$ cat src/pmlt_defs.vh
// constants for the pci master latency timeout block
`ifndef PMLT_DEFS_VH
`define PMLT_DEFS_VH
`define PMLT_OFS_SETTING 4'h0
`define PMLT_OFS_STATUS 4'h4
`define PMLT_OFS_MASK 4'h8
`define PMLT_OFS_COUNT 4'hC
`define PMLT_SETTING_RESET 5'h00
`define PMLT_FIELD_MSB 4
`define PMLT_ST_ABORT 0
`define PMLT_ST_RETRY 1
`endif

$ cat src/pmlt_timeout.v
// pci master transaction timeout counter with avalon-mm register slave
`timescale 1ns/1ps
`include "pmlt_defs.vh"
// Functional notes
// RULE_01: a zero timeout field disables the timeout; no abort results.
// RULE_02: nonzero field loads as upper five bits of an eight-bit counter.
// RULE_03: counter restarts from start value on every valid data transfer.
// RULE_04: expiry before target ready terminates transaction with master abort.
// RULE_05: timeout abort also drives the system error output active.
// RULE_06: endless target retries are ended by master abort on expiry.
// RULE_07: counter advances per clock while waiting; idle without master cycle.
module pmlt_timeout (
   input wire ref_clk,
   input wire nrst,
   input wire [3:0] avsAddress,
   input wire avsRead,
   input wire avsWrite,
   input wire [31:0] avsWriteData,
   output reg [31:0] avsReadData,
   output wire avsWaitRequest,
   input wire masterActive,
   input wire targetReadyN,
   input wire targetRetry,
   output reg masterAbort,
   output reg systemErrorN,
   output wire irq
);

   // programmed timeout field and interrupt registers
   reg [4:0] masterTimeoutValue_q;
   reg [1:0] status_q;
   reg [1:0] status_d;
   reg [1:0] mask_q;
   reg readDone_q;
   // timeout counter
   reg [7:0] count_q;
   reg [7:0] count_d;
   // master cycle tracking
   localparam ST_IDLE = 2'h0;
   localparam ST_WAIT = 2'h1;
   localparam ST_DONE = 2'h2;
   reg [1:0] cycle_q;
   reg [1:0] cycle_d;
   // two-stage synchronisers for master active, target ready and retry
   reg [2:0] actSync1_q;
   reg [2:0] actSync2_q;
   wire act;
   wire trdyN;
   wire retry;
   wire [7:0] startValue;
   wire enabled;
   wire expire;
   wire readLaunch;
   wire settingWrite;
   wire maskWrite;
   wire statusWrite;
   wire [1:0] wrClear;
   wire [1:0] statusSet;

   // address decode shared by the write strobes and the read mux
   function addrHit;
      input [3:0] addr;
      input [3:0] ofs;
      begin
         addrHit = (addr == ofs);
      end
   endfunction

   // a set in the same cycle as a clear wins, so no event is lost
   function [1:0] stickyNext;
      input [1:0] current;
      input [1:0] set;
      input [1:0] clear;
      begin
         stickyNext = set | (current & ~clear);
      end
   endfunction

   // unmapped offsets read as zero
   function [31:0] readMux;
      input [3:0] addr;
      input [4:0] setting;
      input [1:0] status;
      input [1:0] mask;
      input [7:0] count;
      begin
         readMux = 32'h0000_0000;
         if (addrHit(addr, `PMLT_OFS_SETTING))
            readMux = {27'h0000000, setting};
         if (addrHit(addr, `PMLT_OFS_STATUS))
            readMux = {30'h0000000, status};
         if (addrHit(addr, `PMLT_OFS_MASK))
            readMux = {30'h0000000, mask};
         if (addrHit(addr, `PMLT_OFS_COUNT))
            readMux = {24'h000000, count};
      end
   endfunction

   // pin levels are read only behind the second flip-flop
   assign act = actSync2_q[0];
   assign trdyN = actSync2_q[1];
   assign retry = actSync2_q[2];

   // one wait state on reads so read data comes from a flip-flop
   assign readLaunch = avsRead & ~readDone_q;
   assign avsWaitRequest = readLaunch;
   assign settingWrite = avsWrite & addrHit(avsAddress, `PMLT_OFS_SETTING);
   assign maskWrite = avsWrite & addrHit(avsAddress, `PMLT_OFS_MASK);
   assign statusWrite = avsWrite & addrHit(avsAddress, `PMLT_OFS_STATUS);
   assign wrClear = statusWrite ? avsWriteData[1:0] : 2'h0;

   assign startValue = {masterTimeoutValue_q, 3'h0}; // RULE_02
   assign enabled = (masterTimeoutValue_q != 5'h00); // RULE_01
   assign expire = enabled & act & trdyN & (count_q == 8'h00) & (cycle_q == ST_WAIT); // RULE_04
   assign statusSet = {expire & retry, expire}; // RULE_06
   assign irq = |(status_q & mask_q);

   // idle levels: no master cycle, target ready deasserted, no retry
   always @(posedge ref_clk or negedge nrst) begin
      if (!nrst) begin
         actSync1_q <= 3'h2;
         actSync2_q <= 3'h2;
      end else begin
         actSync1_q <= {targetRetry, targetReadyN, masterActive};
         actSync2_q <= actSync1_q;
      end
   end

   always @(posedge ref_clk or negedge nrst) begin
      if (!nrst) begin
         masterTimeoutValue_q <= `PMLT_SETTING_RESET;
      end else if (settingWrite) begin
         masterTimeoutValue_q <= avsWriteData[`PMLT_FIELD_MSB:0]; // RULE_02
      end
   end

   always @(posedge ref_clk or negedge nrst) begin
      if (!nrst) begin
         mask_q <= 2'h0;
      end else if (maskWrite) begin
         mask_q <= avsWriteData[1:0];
      end
   end

   always @(posedge ref_clk or negedge nrst) begin
      if (!nrst) begin
         readDone_q <= 1'b0;
         avsReadData <= 32'h0000_0000;
      end else begin
         readDone_q <= readLaunch;
         if (readLaunch) begin
            avsReadData <= readMux(avsAddress, masterTimeoutValue_q,
                                   status_q, mask_q, count_q);
         end
      end
   end

   always @* begin
      status_d = stickyNext(status_q, statusSet, wrClear);
   end

   always @(posedge ref_clk or negedge nrst) begin
      if (!nrst) begin
         status_q <= 2'h0;
      end else begin
         status_q <= status_d;
      end
   end

   // after an abort the cycle is over: no second abort until the master goes idle
   always @* begin
      cycle_d = cycle_q;
      case (cycle_q)
         ST_IDLE: begin
            if (act) begin
               cycle_d = ST_WAIT;
            end
         end
         ST_WAIT: begin
            if (!act) begin
               cycle_d = ST_IDLE;
            end else if (expire) begin
               cycle_d = ST_DONE; // RULE_06
            end
         end
         ST_DONE: begin
            if (!act) begin
               cycle_d = ST_IDLE;
            end
         end
         default: begin
            cycle_d = ST_IDLE;
         end
      endcase
   end

   always @(posedge ref_clk or negedge nrst) begin
      if (!nrst) begin
         cycle_q <= ST_IDLE;
      end else begin
         cycle_q <= cycle_d;
      end
   end

   // a zero field keeps the counter parked at its start value
   always @* begin
      count_d = count_q;
      if (!act || !enabled || cycle_q == ST_DONE) begin
         count_d = startValue; // RULE_07
      end else if (!trdyN) begin
         count_d = startValue; // RULE_03
      end else if (count_q != 8'h00) begin
         count_d = count_q - 8'h01; // RULE_07
      end else begin
         count_d = startValue; // RULE_06
      end
   end

   always @(posedge ref_clk or negedge nrst) begin
      if (!nrst) begin
         count_q <= 8'h00;
      end else begin
         count_q <= count_d;
      end
   end

   // abort and error are one-cycle pulses launched from the same expiry
   always @(posedge ref_clk or negedge nrst) begin
      if (!nrst) begin
         masterAbort <= 1'b0;
      end else begin
         masterAbort <= expire; // RULE_04 RULE_06
      end
   end

   always @(posedge ref_clk or negedge nrst) begin
      if (!nrst) begin
         systemErrorN <= 1'b1;
      end else begin
         systemErrorN <= ~expire; // RULE_05
      end
   end
endmodule

$ cat config.mk
export PLATFORM = sky130hd
export DESIGN_NAME = pmlt_timeout
export DESIGN_NICKNAME = d
export VERILOG_FILES = /design/src/pmlt_timeout.v
export VERILOG_INCLUDE_DIRS = /design/src
export SDC_FILE = /design/constraint.sdc
export NUM_CORES = 1
export LEC_CHECK = 0
export BUFFER_PORTS_ARGS = -buffer_cell sky130_fd_sc_hd__buf_2
export CORE_MARGIN = 1
export CORE_UTILIZATION = 44
export DETAILED_ROUTE_END_ITERATION = 7
export HOLD_SLACK_MARGIN = 0.05
export PLACE_DENSITY = 0.76
export SLEW_MARGIN = 25
export SYNTH_ARGS = -nofsm -noshare
export SYNTH_HDL_FRONTEND = slang
export SYNTH_SLANG_ARGS = --single-unit
$ cat constraint.sdc
create_clock -name ref_clk -period 4 [get_ports ref_clk]
set_input_delay 0.2 -clock ref_clk [delete_from_list [all_inputs] [get_ports ref_clk]]
set_output_delay 0.2 -clock ref_clk [all_outputs]
set_load 0.005 [all_outputs]
==> results of run 1 <==
[Yosys cell counts (2+ instances only)]
cell,n,area share
sky130_fd_sc_hd__xnor2_1,3,0.015
sky130_fd_sc_hd__nand4_1,2,0.0072
sky130_fd_sc_hd__nor2_1,6,0.013
sky130_fd_sc_hd__o21ai_0,6,0.017
sky130_fd_sc_hd__xor2_1,2,0.010
sky130_fd_sc_hd__clkbuf_1,2,0.0043
sky130_fd_sc_hd__mux2_4,4,0.035
sky130_fd_sc_hd__dfstp_2,3,0.045
sky130_fd_sc_hd__buf_4,24,0.10
sky130_fd_sc_hd__nor4_1,2,0.0072
sky130_fd_sc_hd__inv_1,6,0.013
sky130_fd_sc_hd__a22o_1,4,0.020
sky130_fd_sc_hd__ha_1,2,0.014
sky130_fd_sc_hd__mux4_2,2,0.026
sky130_fd_sc_hd__a22oi_1,3,0.013
sky130_fd_sc_hd__dfrtp_1,33,0.48
sky130_fd_sc_hd__nand2_1,13,0.028
sky130_fd_sc_hd__mux2_2,7,0.045
[registers in the layout (all words and copies together) (netlist names)]
signal	cells
avsReadData	8
count_q	8
masterTimeoutValue_q	5
actSync1_q	3
actSync2_q	3
cycle_q	2
mask_q	2
status_q	2
masterAbort	1
readDone_q	1
systemErrorN	1
[power by group through the flow]
| stage | Sequential, mW | Clock (mW) | Combinational [mW] |
|---|---|---|---|
| floorplan | 0.478 | 0 | 0.193 |
| global placement | 0.498 | 0 | 0.218 |
| detailed placement | 0.499 | 0 | 0.224 |
| CTS | 0.493 | 0.244 | 0.228 |
| global route | 0.501 | 0.259 | 0.251 |
| finish | 0.494 | 0.238 | 0.224 |
[worst register-to-register path, stage by stage (launching register included)]
cell and delay, ns:
sky130_fd_sc_hd__dfrtp_1 0.44, sky130_fd_sc_hd__or4_4 0.60, sky130_fd_sc_hd__nor4b_4 0.34, sky130_fd_sc_hd__nand3b_4 0.27, sky130_fd_sc_hd__mux2_4 0.31
[how the worst max path moves through the flow]
stage,slack (ns),startpoint,depth (start not counted),to
detailed placement,1.93,count_q[2]$_DFF_PN0_,4,count_q[7]$_DFF_PN0_
global placement,1.94,count_q[2]$_DFF_PN0_,4,count_q[4]$_DFF_PN0_
floorplan,2.05,count_q[2]$_DFF_PN0_,4,count_q[3]$_DFF_PN0_
global route,1.86,count_q[2]$_DFF_PN0_,4,count_q[3]$_DFF_PN0_
CTS,1.90,count_q[2]$_DFF_PN0_,4,count_q[3]$_DFF_PN0_
finish,1.92,count_q[2]$_DFF_PN0_,4,count_q[7]$_DFF_PN0_
[stage by stage]
stage          area, µm²  utilization  hold slack [ns]
2_1_floorplan       1820            -          -0.0956
4_1_cts             1950        0.525            0.140
3_3_place_gp        1830        0.492            0.305
6_report            1950        0.525            0.149
3_5_place_dp        1830        0.492            0.311
5_1_grt             1950        0.525            0.139
[per-layer routing]
layer / global-route usage / vias to the layer above
li1: - / 521
met1: 0.184 / 530
met2: 0.240 / 44
met3: 0.0440 / 4
met4: 0.0500 / 0
met5: 0 / -
[layout make-up]
type / count / area [µm²]
Clock buffer: 7 / 76.3
Clock inverter: 1 / 5.00
Fill cell: 351 / 1770
Inverter: 7 / 26.3
Multi-Input combinational cell: 98 / 703
Sequential cell: 36 / 905
Tap cell: 48 / 60.1
Timing Repair Buffer: 31 / 175
[cell families after synthesis]
| kind of cell | synth area share |
|---|---|
| DFF | 0.521 |
| and+or+nand+nor | 0.133 |
| buffers and inverters | 0.123 |
| AOI/OAI and AO/OA | 0.0692 |
| muxes | 0.112 |
| xor gates and xnor gates | 0.0252 |
| adders and majority gates | 0.0144 |
| other | 0.00216 |
==> insert_results.sql, run 1 <==
INSERT INTO impl_metrics (metric_group, metric, value, unit) VALUES
('run_status', 'outcome', 'finished clean', ''),
('clock_network', 'cts-root-buf', 'sky130_fd_sc_hd__clkbuf_8', ''),
('synth', 'postSynthRegisterBits', '36', ''),
('clock_network', 'numCtsBuffers', '5', ''),
('synth', 'synthesis.instances', '144', ''),
('sta', 'relSlewSlack', '0.447', ''),
('sta', 'setup_tns', '0', 'ns'),
('layout', 'post_route_cells_drive_above_1_share', '0.322', ''),
('power_and_ir_drop', 'p_clk_frac', '0.249', ''),
('clock_network', 'clk_pin_slew_worst_paths', '0.06', 'ns'),
('die', 'initial_utilization', '0.467', ''),
('sta', 'setup_slack_after_layout', '1.92', 'ns'),
('hold_path', 'min_path_type', 'primary input to register', ''),
('sta', 'layout_min_cycle_time', '2.08', 'ns'),
('layout', 'layout_commonest_cell', 'sky130_fd_sc_hd__dfrtp_1', ''),
('layout', 'final_cell_mix', '33 x sky130_fd_sc_hd__dfrtp_1, 27 x sky130_fd_sc_hd__buf_2, 24 x sky130_fd_sc_hd__conb_1', ''),
('synth', 'ys_dominant_reg_cell', 'sky130_fd_sc_hd__dfrtp_1', ''),
('route', 'met1_length', '1280', 'µm'),
('clock_network', 'worst_skew_pair.late_latency', '0.28', 'ns'),
('synth', 'postSynth.asyncResetShare', '1.00', ''),
('synth', 'mappedNetlistArea', '1740', 'µm²'),
('synth', 'yosys_warnings', '0', ''),
('setup_path', 'critical_path.startpoint_type', 'register', ''),
('placement', 'dp_worst_setup_slack', '1.93', 'ns'),
('hold_path', 'hold_end', 'masterTimeoutValue_q[2]$_DFFE_PN0P_', ''),
('die', 'die_h', '64.8', 'µm'),
('synth', 'mean_instance_size_in_the_synthesized_netlist', '12.1', 'µm²'),
('power_and_ir_drop', 'internal_power', '0.680', 'mW'),
('sta', 'worst_slew_pin_slew', '0.821', 'ns'),
('setup_path', 'timing.rr.end', 'count_q[7]$_DFF_PN0_', ''),
('hold_path', 'min-delay-start', 'avsWriteData[2]', ''),
('route', 'finalWirelength', '2780', 'µm'),
('clock_network', 'cts_setup_buffers', '0', ''),
('route', 'vias', '1099', ''),
('clock_network', 'cts_buffer_depth', '2', ''),
('global_route', 'global_route.overflow_total', '0', ''),
('clock_network', 'cts-resized-gates', '0', ''),
('sta', 'fin_worst_skew', '0.00618', 'ns'),
('setup_path', 'worst-r2r-setup-slack', '1.92', 'ns'),
('die', 'die_x', '64.8', 'µm'),
('sta', 'finalHoldViolCount', '0', ''),
('synth', 'ys_types', '38', ''),
('placement', 'gp_routability_congestion', '0.770', ''),
('layout', 'num-nets-final', '224', ''),
('route', 'detailroute.wirelength.met3', '151', 'µm'),
('clock_network', 'cts-htree-levels', '2', ''),
('layout', 'layout.cells.non_filler', '228', ''),
('setup_path', 'reg2regPathDepth', '4', ''),
('power_and_ir_drop', 'total_power', '0.956', 'mW'),
('clock_network', 'hold_buffers', '4', ''),
('route', 'routedWlPerCell', '12.2', 'µm'),
('hold_path', 'worstHoldPathCells', '2', ''),
('setup_path', 'critical-path-max-stage-delay', '0.60', 'ns'),
('route', 'route.antenna.remaining_nets', '0', ''),
('clock_network', 'cts_tree', 'done', ''),
('route', 'vias_per_cell', '4.82', ''),
('route', 'met2_length', '1310', 'µm'),
('setup_path', 'worst_path_cell_chain', 'or4_4, nor4b_4, nand3b_4, mux2_4', ''),
('power_and_ir_drop', 'power.combinational.fraction', '0.235', ''),
('sta', 'fmaxAchievable', '481', 'MHz'),
('setup_path', 'worst_setup_path_end_kind', 'register', ''),
('sta', 'post-route-period-util', '0.520', ''),
('route', 'topRoutingLayerUsed', 'met4', ''),
('run', 'max_cap_viol_count', '0', ''),
('route', 'dr_drc_count', '0', ''),
('die', 'coreArea', '3720', 'µm²'),
('placement', 'hpwlAfterDp', '2050', 'µm'),
('die', 'design.portCount', '79', ''),
('layout', 'layout_area_overhead', '12.4', '%'),
('power_and_ir_drop', 'power_frac_seq', '0.516', ''),
('global_route', 'grt_antenna_before_repair', '0', '');
Note: power is estimated with default switching activity, not from simulation.
==> run 2, diff against run 1 <==
--- a/config.mk
+++ b/config.mk
@@ -8,7 +8,7 @@
 export LEC_CHECK = 0
 export BUFFER_PORTS_ARGS = -buffer_cell sky130_fd_sc_hd__buf_2
 export CORE_MARGIN = 1
-export CORE_UTILIZATION = 44
+export CORE_UTILIZATION = 42
 export DETAILED_ROUTE_END_ITERATION = 7
 export HOLD_SLACK_MARGIN = 0.05
 export PLACE_DENSITY = 0.76
==> constraint.sdc (replaced) <==
create_clock -name ref_clk -period 1.77 [get_ports ref_clk]
set_input_delay 0.0885 -clock ref_clk [delete_from_list [all_inputs] [get_ports ref_clk]]
set_output_delay 0.0885 -clock ref_clk [all_outputs]
set_load 0.005 [all_outputs]
==> run 2 against run 1 <==
  * The flow now finishes with violations (DRC, setup timing)
  * Via count increased by 3.2%
  * Combinational power rose to 3.1 times the previous value
  * Sequential cell count is the same
  * Core utilization rose by 1.8 points
  * Setup slack got worse by 2.1 ns
  * Critical path depth increased by 1
  * Clock skew rose by 0.00064 ns
  * Fmax up 8.1%
  * Total power increased by 150%
  * Wire length increased by 9.7%
  * Non-clock buffer count grew 22
==> insert_results.sql, run 2 (synthesis results as in run 1) <==
INSERT INTO impl_metrics (metric_group, metric, value, unit) VALUES
('die', 'die_h', '66.3', 'µm'),
('layout', 'layout_area_overhead', '24.3', '%'),
('global_route', 'grt_first_pass_wirelength', '4880', 'µm'),
('layout', 'layout_top_registers', 'avsReadData: 8 flops, count_q: 8 flops, masterTimeoutValue_q: 5 flops', ''),
('clock_network', 'clk_pin_slew_worst_paths', '0.08', 'ns'),
('sta', 'holdWs', '0.110', 'ns'),
('layout', 'postLayoutCellArea', '2160', 'µm²'),
('power_and_ir_drop', 'total_power', '2.35', 'mW'),
('global_route', 'grt_antenna_before_repair', '0', ''),
('hold_path', 'min_path_type', 'primary input to register', ''),
('sta', 'worst_slew_pin_slew', '0.774', 'ns'),
('die', 'design.portCount', '79', ''),
('route', 'routedWlPerCell', '12.1', 'µm'),
('layout', 'final_cell_mix', '33 x sky130_fd_sc_hd__dfrtp_1, 27 x sky130_fd_sc_hd__buf_2, 24 x sky130_fd_sc_hd__conb_1', ''),
('sta', 'fmaxAchievable', '520', 'MHz'),
('layout', 'post_route_cells_drive_above_1_share', '0.381', ''),
('placement', 'io_buffer_count', '27', ''),
('layout', 'layout_commonest_cell', 'sky130_fd_sc_hd__dfrtp_1', ''),
('die', 'die_x', '66.3', 'µm'),
('route', 'route.antenna.remaining_nets', '0', ''),
('layout', 'num_antenna_cells', '0', ''),
('clock_network', 'cts_buffer_depth', '2', ''),
('sta', 'setup_slack_after_layout', '-0.154', 'ns'),
('global_route', 'grt.total_usage', '0.159', ''),
('setup_path', 'critical_path.startpoint_type', 'register', ''),
('clock_network', 'numCtsBuffers', '5', ''),
('sta', 'post-route-period-util', '1.09', ''),
('clock_network', 'cts-root-buf', 'sky130_fd_sc_hd__clkbuf_8', ''),
('sta', 'timing_max_transition_violations_final', '0', ''),
('layout', 'num-nets-final', '246', ''),
('layout', 'multiInputGateArea', '712', 'µm²'),
('placement', 'post-place-cells', '232', ''),
('route', 'dr_drc_count', '2', ''),
('die', 'initial_utilization', '0.437', ''),
('layout', 'layout.cells.non_filler', '252', ''),
('clock_network', 'cts.sink_count', '36', ''),
('clock_network', 'cts-htree-levels', '2', ''),
('sta', 'unrepaired_setup_endpoints_after_global_routing', 'yes', ''),
('route', 'finalWirelength', '3050', 'µm'),
('route', 'vias_per_cell', '4.50', ''),
('sta', 'finalHoldViolCount', '0', ''),
('setup_path', 'crit_slowest_cell', 'sky130_fd_sc_hd__or4_4', ''),
('setup_path', 'crit_path_max_fanout', '2', ''),
('setup_path', 'critical-path-max-stage-delay', '0.57', 'ns'),
('route', 'starting_drt_drc_count', '46', ''),
('setup_path', 'worst_path_cell_chain', 'or4_4, buf_4, nor4_1, xor2_1, mux2_4', ''),
('sta', 'setup_tns', '-0.550', 'ns'),
('sta', 'layout_min_cycle_time', '1.92', 'ns'),
('sta', 'timing.final.setup_violations', '8', ''),
('power_and_ir_drop', 'leakage', '1.13', 'nW'),
('setup_path', 'worst_setup_path_end_kind', 'register', ''),
('power_and_ir_drop', 'power_density', '1090', 'nW/µm²'),
('route', 'vias', '1134', ''),
('power_and_ir_drop', 'vdd_ir_drop_max', '622', 'µV'),
('layout', 'final-seq-area', '905', 'µm²'),
('placement', 'hpwlAfterDp', '2090', 'µm'),
('global_route', 'maximum_number_of_pins_on_one_net_before_global_route_repair', '37', ''),
('layout', 'fillerInstances', '355', ''),
('die', 'design.die.area', '4390', 'µm²'),
('setup_path', 'worst-setup-path-type', 'register to register', ''),
('placement', 'detailed_place.area', '1940', 'µm²'),
('sta', 'relSlewSlack', '0.484', ''),
('global_route', 'global_route.overflow_total', '0', ''),
('sta', 'fin_worst_skew', '0.00682', 'ns'),
('die', 'coreArea', '3970', 'µm²'),
('setup_path', 'cp.required', '1.95', 'ns'),
('placement', 'gp_routability_congestion', '0.840', ''),
('die', 'core.rowCount', '23', ''),
('clock_network', 'worst_skew_pair.late_latency', '0.30', 'ns'),
('run_status', 'failing_checks', 'DRC, setup timing', ''),
('run_status', 'outcome', 'finished with violations', ''),
('route', 'drt_first_pass_iters', '6', ''),
('global_route', 'first_global_vias', '1088', ''),
('setup_path', 'critPathArrivalTime', '2.10', 'ns'),
('clock_network', 'cts_tree', 'done', ''),
('run', 'max_cap_viol_count', '0', '');
==> run 2: cell types whose count changed in the layout (fill, tap and decap cells not counted), sizes merged <==
cell | before | now
buf | 27 | 44
dlygate4sd3 | 4 | 9
clkbuf | 7 | 5
clkinv | 1 | 3
==> run 2: routing by layer <==
| metal | GRT usage | up-vias | part of all wire |
|---|---|---|---|
| met5 | 0 | - | 0 |
| met4 | 0.104 | 0 | 0.022 |
| met3 | 0.0466 | 8 | 0.039 |
| met2 | 0.233 | 28 | 0.48 |
| met1 | 0.201 | 532 | 0.46 |
| li1 | - | 566 | - |
==> run 2: timing repair <==
| item | CTS | global route |
|---|---|---|
| pin swaps | 1 | 0 |
| setup buffers | 2 | 1 |
| cloned | 0 | 0 |
| resized for setup | 1 | 3 |
| hold buffers | 9 | 0 |
| hold endpoints to repair | 43 | 0 |
| setup endpoints to repair | 8 | 12 |
==> run 2: where the power goes <==
group	leakage, nW	switching [mW]	internal [mW]
Combinational	0.628	0.279	0.412
Sequential	0.453	0.119	0.962
Clock	0.0479	0.304	0.274
==> run 2: final cells by class <==
class                           instances  area share
Sequential cell                        36       0.419
Timing Repair Buffer                   53       0.169
Inverter                                7      0.0122
Multi-Input combinational cell         98       0.330
Clock inverter                          3     0.00870
Tap cell                               50      0.0290
Clock buffer                            5      0.0319
==> run 2: path summary, 6_finish.rpt <==
kind,start,endpoint,slack [ns],cells after the start
setup / recovery,count_q[5]$_DFF_PN0_,count_q[7]$_DFF_PN0_,-0.15,5
hold reg to reg,actSync1_q[0]$_DFF_PN0_,actSync2_q[0]$_DFF_PN0_,0.36,0
hold / removal,avsWrite,status_q[0]$_DFF_PN0_,0.11,4
max in group asynchronous,nrst,masterTimeoutValue_q[2]$_DFFE_PN0P_,0.87,2
setup reg to reg,count_q[5]$_DFF_PN0_,count_q[7]$_DFF_PN0_,-0.15,5
min in group asynchronous,nrst,masterAbort$_DFF_PN0_,0.40,2
==> run 2: stage by stage <==
step	setup WS, ns	util
2_1_floorplan	-0.106	-
3_3_place_gp	-0.0733	0.488
3_5_place_dp	-0.0869	0.488
4_1_cts	-0.104	0.538
5_1_grt	-0.196	0.543
6_report	-0.154	0.543
==> run 2: critical path, delay by kind of cell, from the launching register on <==
| kind | cells | cell delay (ns) |
|---|---|---|
| xor+xnor | 1 | 0.14 |
| buf+inv | 1 | 0.16 |
| flops | 1 | 0.38 |
| mux | 1 | 0.28 |
| simple gates | 2 | 0.85 |
